[src/bpr_pkg.sv]
// constants and types for the branch predictor and return-address stack
// Function
// - history is kept for at most three near branches per 16-byte fetch window.
// - a branch straddling a 16-byte boundary belongs to the later window.
// - a taken-predicted boundary-spanning branch dispatches alone that cycle.
// - the slot limit covers conditional, unconditional jumps and near calls.
// - over three tracked branches in a window evicts some predictions.
// - only branches taken at least once get an entry and count.
// - the one-byte near return is never branch-predicted.
// - a one-byte return that is a target or follows a conditional is exposed.
// - a repeat-prefixed return executes as a return but is predicted normally.
// - return targets come from a 12-entry return-address stack.
// - mismatched calls/returns or overflow desynchronise the stack, adding latency; here this only raises ras_desync, pen_cycles is unchanged.
// - beyond 12 outstanding calls, some unwinding returns mispredict.
// - in 64-bit mode the code-segment base is treated as zero.
// - penalties: 0 sequential, 1 taken, 10 mispredict, 12 with nonzero base.
`default_nettype none
package bpr_pkg;
  // ----------------------------------------------------------------
  // window and table geometry
  // ----------------------------------------------------------------
  localparam int          BPR_WIN_BYTES = 16;
  localparam int          BPR_OFF_W     = 4;
  localparam int          BPR_SLOTS     = 3;
  localparam int          BPR_RAS_DEPTH = 12;
  // ----------------------------------------------------------------
  // return opcodes
  // ----------------------------------------------------------------
  localparam logic [7:0]  BPR_OP_RET_SHORT     = 8'hC3;
  localparam logic [7:0]  BPR_OP_REPEAT_PREFIX = 8'hF3;
  // ----------------------------------------------------------------
  // penalties in core cycles
  // ----------------------------------------------------------------
  localparam logic [3:0]  BPR_PEN_SEQ      = 4'h0;
  localparam logic [3:0]  BPR_PEN_TAKEN    = 4'h1;
  localparam logic [3:0]  BPR_PEN_MISS     = 4'hA;
  localparam logic [3:0]  BPR_PEN_MISS_SEG = 4'hC;
  // ----------------------------------------------------------------
  // branch kinds reported by decode
  // ----------------------------------------------------------------
  typedef enum logic [1:0] {
    BPR_KIND_NONE = 2'h0,
    BPR_KIND_COND = 2'h1,
    BPR_KIND_JUMP = 2'h2,
    BPR_KIND_CALL = 2'h3
  } bpr_kind_type;
endpackage
`default_nettype wire

[src/bpr_predictor.sv]
// branch history store, return-address stack and penalty reporting
`default_nettype none
module bpr_predictor #(
  parameter int ADDR_W  = 32,
  parameter int ENTRIES = 16
) (
  input  wire logic              core_clk,
  input  wire logic              arst_n,
  input  wire logic              lk_valid,
  input  wire logic [ADDR_W-1:0] lk_addr,
  input  wire logic [ADDR_W-1:0] lk_end,
  input  wire bpr_pkg::bpr_kind_type lk_kind,
  input  wire logic [7:0]        lk_op0,
  input  wire logic [7:0]        lk_op1,
  input  wire logic              lk_is_target,
  input  wire logic              lk_after_cond,
  output logic                   pred_valid,
  output logic                   pred_taken,
  output logic [ADDR_W-1:0]      pred_target,
  output logic                   pred_alone,
  output logic                   pred_exposed,
  input  wire logic              rs_valid,
  input  wire logic [ADDR_W-1:0] rs_end,
  input  wire bpr_pkg::bpr_kind_type rs_kind,
  input  wire logic              rs_is_ret,
  input  wire logic              rs_taken,
  input  wire logic [ADDR_W-1:0] rs_target,
  input  wire logic              rs_mispred,
  input  wire logic              mode64,
  input  wire logic              cs_base_nz,
  output logic                   pen_valid,
  output logic [3:0]             pen_cycles,
  output logic                   ras_desync
);
  localparam int IDX_W = $clog2(ENTRIES);
  localparam int TAG_W = ADDR_W - IDX_W - bpr_pkg::BPR_OFF_W;
  localparam int RP_W  = $clog2(bpr_pkg::BPR_RAS_DEPTH);
  localparam int CNT_W = RP_W + 1;
  localparam logic [RP_W-1:0]  RAS_LAST = RP_W'(bpr_pkg::BPR_RAS_DEPTH - 1);
  localparam logic [CNT_W-1:0] RAS_FULL = CNT_W'(bpr_pkg::BPR_RAS_DEPTH);
  localparam logic [1:0]       RR_LAST  = 2'(bpr_pkg::BPR_SLOTS - 1);
  // ----------------------------------------------------------------
  // parameter checks
  // ----------------------------------------------------------------
  if (ENTRIES < 2 || (1 << IDX_W) != ENTRIES || TAG_W < 1) begin : g_bad_param
    $error("bpr_predictor: ENTRIES must be a power of two leaving tag bits");
  end
  // ----------------------------------------------------------------
  // state
  // ----------------------------------------------------------------
  logic [ENTRIES-1:0][bpr_pkg::BPR_SLOTS-1:0] vld_reg, vld_next;
  logic [bpr_pkg::BPR_OFF_W-1:0] off_reg [ENTRIES][bpr_pkg::BPR_SLOTS];
  logic [bpr_pkg::BPR_OFF_W-1:0] off_next [ENTRIES][bpr_pkg::BPR_SLOTS];
  logic [TAG_W-1:0]  tag_reg [ENTRIES][bpr_pkg::BPR_SLOTS];
  logic [TAG_W-1:0]  tag_next [ENTRIES][bpr_pkg::BPR_SLOTS];
  logic [ADDR_W-1:0] tgt_reg [ENTRIES][bpr_pkg::BPR_SLOTS];
  logic [ADDR_W-1:0] tgt_next [ENTRIES][bpr_pkg::BPR_SLOTS];
  logic [1:0]        rr_reg, rr_next;
  logic [ADDR_W-1:0] ras_reg [bpr_pkg::BPR_RAS_DEPTH];
  logic [ADDR_W-1:0] ras_next [bpr_pkg::BPR_RAS_DEPTH];
  logic [RP_W-1:0]   rp_reg, rp_next;
  logic [CNT_W-1:0]  cnt_reg, cnt_next;
  logic              dsy_reg, dsy_next;
  logic              pv_reg, pt_reg, pa_reg, pe_reg, pv_next, pt_next, pa_next, pe_next;
  logic [ADDR_W-1:0] ptgt_reg, ptgt_next;
  logic              penv_reg, penv_next;
  logic [3:0]        pen_reg, pen_next;
  // ----------------------------------------------------------------
  // window decode: last byte picks the window, so a straddler lands late
  // ----------------------------------------------------------------
  logic [IDX_W-1:0]  lk_idx, rs_idx;
  logic [TAG_W-1:0]  lk_tag, rs_tag;
  logic [bpr_pkg::BPR_SLOTS-1:0] lk_hit, rs_hit, rs_free;
  logic [1:0]        lk_sel, rs_sel;
  logic              ret_short, ret_rep, is_push, is_pop, span;
  logic [RP_W-1:0]   top_ptr;
  assign lk_idx  = lk_end[bpr_pkg::BPR_OFF_W +: IDX_W];
  assign rs_idx  = rs_end[bpr_pkg::BPR_OFF_W +: IDX_W];
  assign lk_tag  = lk_end[ADDR_W-1 -: TAG_W];
  assign rs_tag  = rs_end[ADDR_W-1 -: TAG_W];
  assign span    = lk_addr[ADDR_W-1:bpr_pkg::BPR_OFF_W] != lk_end[ADDR_W-1:bpr_pkg::BPR_OFF_W];
  assign ret_short = lk_op0 == bpr_pkg::BPR_OP_RET_SHORT;
  assign ret_rep   = lk_op0 == bpr_pkg::BPR_OP_REPEAT_PREFIX && lk_op1 == bpr_pkg::BPR_OP_RET_SHORT;
  assign is_push = lk_valid && lk_kind == bpr_pkg::BPR_KIND_CALL;
  assign is_pop  = lk_valid && (ret_short || ret_rep);
  assign top_ptr = (rp_reg == '0) ? RAS_LAST : rp_reg - RP_W'(1);
  // per-slot compare against lookup and resolve windows
  for (genvar s = 0; s < bpr_pkg::BPR_SLOTS; s++) begin : g_slot
    assign lk_hit[s] = vld_reg[lk_idx][s] && tag_reg[lk_idx][s] == lk_tag &&
                       off_reg[lk_idx][s] == lk_end[bpr_pkg::BPR_OFF_W-1:0];
    assign rs_hit[s] = vld_reg[rs_idx][s] && tag_reg[rs_idx][s] == rs_tag &&
                       off_reg[rs_idx][s] == rs_end[bpr_pkg::BPR_OFF_W-1:0];
    assign rs_free[s] = !vld_reg[rs_idx][s];
  end
  // slot choice: hit first, else free, else round-robin victim
  always_comb begin
    lk_sel = 2'h0;
    rs_sel = rr_reg;
    for (int s = bpr_pkg::BPR_SLOTS - 1; s >= 0; s--) begin
      if (lk_hit[s]) begin
        lk_sel = 2'(s);
      end
      if (rs_hit[s] || (!(|rs_hit) && rs_free[s])) begin
        rs_sel = 2'(s);
      end
    end
  end
  // ----------------------------------------------------------------
  // branch history store update
  // ----------------------------------------------------------------
  // allocation only on a taken, tracked kind; returns live on the stack
  always_comb begin
    vld_next = vld_reg;
    off_next = off_reg;
    tag_next = tag_reg;
    tgt_next = tgt_reg;
    rr_next  = rr_reg;
    if (rs_valid && rs_taken && !rs_is_ret && rs_kind != bpr_pkg::BPR_KIND_NONE) begin
      vld_next[rs_idx][rs_sel] = 1'b1;
      off_next[rs_idx][rs_sel] = rs_end[bpr_pkg::BPR_OFF_W-1:0];
      tag_next[rs_idx][rs_sel] = rs_tag;
      tgt_next[rs_idx][rs_sel] = rs_target;
      if (!(|rs_hit) && !(|rs_free)) begin
        rr_next = (rr_reg == RR_LAST) ? 2'h0 : rr_reg + 2'h1;
      end
    end
  end
  // valid bits and victim pointer are the only table state reset needs
  always_ff @(posedge core_clk or negedge arst_n) begin
    if (!arst_n) begin
      vld_reg <= '0;
      rr_reg  <= 2'h0;
    end else begin
      vld_reg <= vld_next;
      rr_reg  <= rr_next;
    end
  end
  // payload needs no reset: guarded by valid bits
  always_ff @(posedge core_clk) begin
    off_reg <= off_next;
    tag_reg <= tag_next;
    tgt_reg <= tgt_next;
  end
  // ----------------------------------------------------------------
  // return-address stack
  // ----------------------------------------------------------------
  // circular: a 13th push overwrites the oldest, so deep unwinds miss
  always_comb begin
    ras_next = ras_reg;
    rp_next  = rp_reg;
    cnt_next = cnt_reg;
    dsy_next = dsy_reg;
    if (is_push) begin
      ras_next[rp_reg] = lk_end + ADDR_W'(1);
      rp_next = (rp_reg == RAS_LAST) ? '0 : rp_reg + RP_W'(1);
      if (cnt_reg == RAS_FULL) begin
        dsy_next = 1'b1;
      end else begin
        cnt_next = cnt_reg + CNT_W'(1);
      end
    end else if (is_pop) begin
      if (cnt_reg == '0) begin
        dsy_next = 1'b1;
      end else begin
        rp_next  = top_ptr;
        cnt_next = cnt_reg - CNT_W'(1);
        dsy_next = dsy_reg && cnt_reg != CNT_W'(1); // a draining pop resyncs
      end
    end
    // mismatch seen at resolve; the set wins over the drain clear
    if (rs_valid && rs_is_ret && rs_mispred) begin
      dsy_next = 1'b1;
    end
  end
  // stack pointer, count and sync flag
  always_ff @(posedge core_clk or negedge arst_n) begin
    if (!arst_n) begin
      rp_reg  <= '0;
      cnt_reg <= '0;
      dsy_reg <= 1'b0;
    end else begin
      rp_reg  <= rp_next;
      cnt_reg <= cnt_next;
      dsy_reg <= dsy_next;
    end
  end
  // stack entries need no reset: the count gates pred_taken, though pred_target copies the top entry even at count zero
  always_ff @(posedge core_clk) begin
    ras_reg <= ras_next;
  end
  // ----------------------------------------------------------------
  // prediction result, one cycle after lookup
  // ----------------------------------------------------------------
  always_comb begin
    pv_next   = lk_valid;
    pt_next   = 1'b0;
    ptgt_next = ptgt_reg;
    pe_next   = 1'b0;
    if (lk_valid) begin
      if (ret_short) begin
        pe_next = lk_is_target || lk_after_cond;
      end else if (ret_rep) begin
        pt_next   = cnt_reg != '0;
        ptgt_next = ras_reg[top_ptr];
      end else if (|lk_hit) begin
        pt_next   = 1'b1;
        ptgt_next = tgt_reg[lk_idx][lk_sel];
      end
    end
    pa_next = pt_next && span;
  end
  // prediction outputs come straight from flops
  always_ff @(posedge core_clk or negedge arst_n) begin
    if (!arst_n) begin
      pv_reg   <= 1'b0;
      pt_reg   <= 1'b0;
      pa_reg   <= 1'b0;
      pe_reg   <= 1'b0;
      ptgt_reg <= '0;
    end else begin
      pv_reg   <= pv_next;
      pt_reg   <= pt_next;
      pa_reg   <= pa_next;
      pe_reg   <= pe_next;
      ptgt_reg <= ptgt_next;
    end
  end
  // ----------------------------------------------------------------
  // penalty report, one cycle after resolve
  // ----------------------------------------------------------------
  // 64-bit mode ignores the segment base entirely
  always_comb begin
    penv_next = rs_valid;
    pen_next  = pen_reg;
    if (rs_valid) begin
      if (rs_mispred) begin
        pen_next = (cs_base_nz && !mode64) ? bpr_pkg::BPR_PEN_MISS_SEG
                                           : bpr_pkg::BPR_PEN_MISS;
      end else begin
        pen_next = rs_taken ? bpr_pkg::BPR_PEN_TAKEN : bpr_pkg::BPR_PEN_SEQ;
      end
    end
  end
  // penalty pulse and held cycle count
  always_ff @(posedge core_clk or negedge arst_n) begin
    if (!arst_n) begin
      penv_reg <= 1'b0;
      pen_reg  <= bpr_pkg::BPR_PEN_SEQ;
    end else begin
      penv_reg <= penv_next;
      pen_reg  <= pen_next;
    end
  end
  // every output comes from a flop
  assign pred_valid   = pv_reg;
  assign pred_taken   = pt_reg;
  assign pred_target  = ptgt_reg;
  assign pred_alone   = pa_reg;
  assign pred_exposed = pe_reg;
  assign pen_valid    = penv_reg;
  assign pen_cycles   = pen_reg;
  assign ras_desync   = dsy_reg;
endmodule
`default_nettype wire

[config.mk]
export PLATFORM = sky130hd
export DESIGN_NAME = bpr_predictor
export DESIGN_NICKNAME = d
export VERILOG_FILES = /design/src/bpr_pkg.sv /design/src/bpr_predictor.sv
export SDC_FILE = /design/constraint.sdc
export NUM_CORES = 2
export LEC_CHECK = 0
export BUFFER_PORTS_ARGS = -buffer_cell sky130_fd_sc_hd__buf_2
export CAP_MARGIN = 40
export CORE_MARGIN = 3
export CORE_UTILIZATION = 45
export DETAILED_ROUTE_END_ITERATION = 6
export GPL_ROUTABILITY_DRIVEN = 1
export PLACE_DENSITY = 0.6
export SYNTH_ARGS = -nofsm -noshare
export SYNTH_HDL_FRONTEND = slang
export SYNTH_SLANG_ARGS = --single-unit
[constraint.sdc]
create_clock -name core_clk -period 10.4 [get_ports core_clk]
set_input_delay 2.08 -clock core_clk [delete_from_list [all_inputs] [get_ports core_clk]]
set_output_delay 2.08 -clock core_clk [all_outputs]
set_load 0.01 [all_outputs]
==> flow_metrics.py <==
metrics = {
    "outcome": {
        "outcome": "finished, final reports clean",
    },
    "timing": {
        "fmax_mhz": 129,
        "whs_ns": 0.497,
        "finClkSkew_ns": 0.0935,
        "hold_viol": 0,
        "worstMarginPinSlew_ns": 1.09,
        "setup_ws_ns": 2.66,
        "maxSlewHeadroom": 0.270,
        "setup_violations": 0,
        "fin_crit_sh": 0.745,
        "finalSetupTns_ns": 0,
        "rsz0062_at_grt": "false",
        "period_needed_ns": 7.74,
        "final_max_slew_viol_count": 0,
    },
    "synth": {
        "syn-num-nets": 6865,
        "yosys.area.top_type": "edfxtp_1",
        "synth_area_per_cell_sq_um": 21.4,
        "ys.warnings.count": 0,
        "synth_cell_type_count": 81,
        "netlist_instances": 6696,
        "synth-seq-cells": 3365,
        "ys.flop_type": "edfxtp_1",
        "synthesis.area_sq_um": 143000,
        "synthTopCellsByArea": "edfxtp_1 (68%), mux4_2 (20%), mux2i_1 (2.1%)",
        "yosysTopAreaCellShare": 0.684,
        "synthArstFlopShare": 0.0300,
        "yosysSeqAreaShare": 0.702,
        "synth-edff-count": 3264,
    },
    "power": {
        "finalPower_w": 0.0315,
        "p_switching_w": 0.00791,
        "internal_power_w": 0.0236,
        "seq_power_share": 0.477,
        "swShare": 0.251,
        "p_per_area_nw_per_um2": 193,
        "p_comb_frac": 0.121,
        "ir_drop_mv": 0.177,
        "p_leak_nw": 52.1,
        "clkPwrFrac": 0.402,
    },
    "clock_tree": {
        "clock_latency_ns": 0.98,
        "root_buffer": "clkbuf_16",
        "htree_levels": 5,
        "cts_tree": "done",
        "post_cts_resized": 0,
        "cts_inserted_buffers": 357,
        "cts_buffer_depth": 4,
        "clock-sinks": 3365,
        "clk_pin_slew_worst_paths_ns": 0.06,
        "ctsHoldBuffers": 0,
        "cts_setup_buffers": 0,
    },
    "detailed_routing": {
        "drt_iter0_markers": 11568,
        "wire_per_inst_um": 38.5,
        "vias": 77015,
        "dr.pass1.iters": 5,
        "drt-total-wl_mm": 448,
        "viasPerCell": 6.63,
        "drcViolationCount": 0,
        "ant_nets": 0,
    },
    "finish": {
        "final_common_cell": "edfxtp_1",
        "drive_above_1_share": 0.332,
        "final_nets": 7331,
        "largest_reg_flops": 1536,
        "utilization": 0.517,
        "final_cell_mix": "edfxtp_1 (3,264), mux4_2 (1,272), clkbuf_16 (358), mux2i_1 (305), buf_4 (253)",
        "area_delta_synth_final_pct": 13.9,
    },
    "worst_hold_path": {
        "min_path_cells": 1,
        "hold_end": "vld_reg[19]",
        "worstHoldStart": "vld_reg[19]",
        "min_path_type": "flip-flop to flip-flop",
    },
    "critical_path": {
        "reg2reg_slack_ns": 4.75,
        "crit_path_top_delay_cell": "o21a_2",
        "rr_worst_depth": 11,
        "cp_num_cells": 14,
        "r2r_start": "tag_reg[612]",
        "crit_family": "buffers and inverters",
        "slowest_delay_ns": 0.77,
        "r2r-end": "tag_reg[492]",
        "worst_ep_required_time_ns": 10.93,
        "end_kind": "flip-flop",
        "start_kind": "input pin",
        "critical_path_buf_inv_count": 5,
        "crit_top_cell": "buf_4",
        "cp_cell_sequence": "buf_8 > buf_12 > buf_4 > mux4_2 > mux4_2 > xnor2_1 > nand4_1 > nor4_1 > nand4_1 > o21ai_0 > o21a_2 > buf_4 > nor2_4 > buf_4",
        "cp_max_fo": 65,
        "critPathArrivalTime_ns": 8.27,
        "critPathKind": "input pin to flip-flop",
    },
    "floorplan": {
        "die_area_sq_um": 325000,
        "die_w_um": 570,
        "core_sq_um": 316000,
        "initial_utilization": 0.453,
        "rows": 206,
        "num_io_pins": 201,
        "dieHeight_um": 570,
    },
    "global_routing": {
        "grt_pass1_vias": 76096,
        "antenna_found_initial": 41,
        "grt_pass1_wl_mm": 619,
        "grt_max_degree": 151,
        "grt_overflow": 0,
        "grt_use_total": 0.274,
    },
    "placed_design": {
        "post-place-ws_ns": 1.80,
        "place.port_buffers": 196,
        "dp_hpwl_mm": 265,
        "gp_congestion": 0.919,
    },
    "flow_run": {
        "maxCapViolCount": 0,
    },
}
## cell families after synthesis
kind of cell,after synthesis,synth area share
AND/OR/NAND/NOR,537,0.0190
AO/OA/AOI/OAI,442,0.0232
flip-flops,3365,0.702
adder cells (fa/ha/maj),10,0.000873
XOR/XNOR,236,0.0144
multiplexers,1601,0.223
buffers and inverters,505,0.0174
## stage by stage
step	std cells	cell area [sq um]
6_report	11624	163000
5_1_grt	11613	163000
4_1_cts	11606	163000
3_5_place_dp	10959	151000
3_3_place_gp	10893	150000
2_1_floorplan	6696	143000
## layout make-up
type / instances / area (sq um)
clock inverters: 225 / 2370
inverters: 75 / 292
multi-input cells: 2826 / 40700
well taps: 4160 / 5200
diodes: 14 / 35.0
clock buffers: 422 / 9290
flip-flops and latches: 3365 / 101000
fillers: 24494 / 153000
repair buffers: 537 / 4790
## metal layers
metal	vias up	GRT usage	wire (um)	share of wire
li1	29634	-	-	-
met1	41994	0.390	175000	0.39
met2	4632	0.419	208000	0.46
met3	747	0.0677	49900	0.11
met4	8	0.0838	15100	0.034
met5	-	0.00446	245	0.00055
## worst max path at each step
stage / to / from / slack [ns]
2_1_floorplan: off_reg[140] / rs_end[5] / 2.29
3_3_place_gp: tag_reg[332] / rs_end[4] / 1.42
3_5_place_dp: tgt_reg[665] / rs_end[4] / 1.80
4_1_cts: tag_reg[498] / rs_end[4] / 2.73
5_1_grt: tag_reg[492] / rs_end[4] / 2.47
6_report: tag_reg[492] / rs_end[4] / 2.66
## power by group through the flow
stage               clock network, W  registers, W  logic, W
floorplan                          0        0.0153   0.00208
global placement                   0        0.0153   0.00365
detailed placement                 0        0.0153   0.00378
CTS                           0.0129        0.0150   0.00379
global route                  0.0134        0.0150   0.00401
finish                        0.0127        0.0150   0.00382
## synth_stat cells (9+ instances only)
master,n
nor2_1,135
o21bai_1,49
nor2b_1,42
a31oi_1,14
a22o_1,10
o211ai_1,17
and2_1,11
o21ai_0,36
nand2b_1,9
mux2i_1,305
and3_1,28
a22oi_1,47
edfxtp_1,3264
mux2_2,24
a211oi_1,12
xnor2_1,161
buf_6,22
nor3_1,49
nand3_1,45
a21oi_1,71
mux4_2,1272
nor4_1,27
buf_4,26
nand4_1,35
ha_1,10
buf_1,63
xor2_1,75
a221oi_2,33
nand2_1,111
a221oi_1,18
o22ai_1,68
inv_1,69
buf_2,148
clkbuf_1,160
dfrtp_1,101
o2bb2ai_1,9
## worst reg2reg max path: cells and delay by family, from the launching register on
kind / cells / cell delay [ns]
buffers and inverters: 2 / 0.82
xor gates and xnor gates: 1 / 0.50
muxes: 2 / 0.96
and+or+nand+nor: 4 / 1.49
DFF: 1 / 0.39
AOI/OAI and AO/OA: 2 / 1.07
Power figures use the tool's default switching activity.
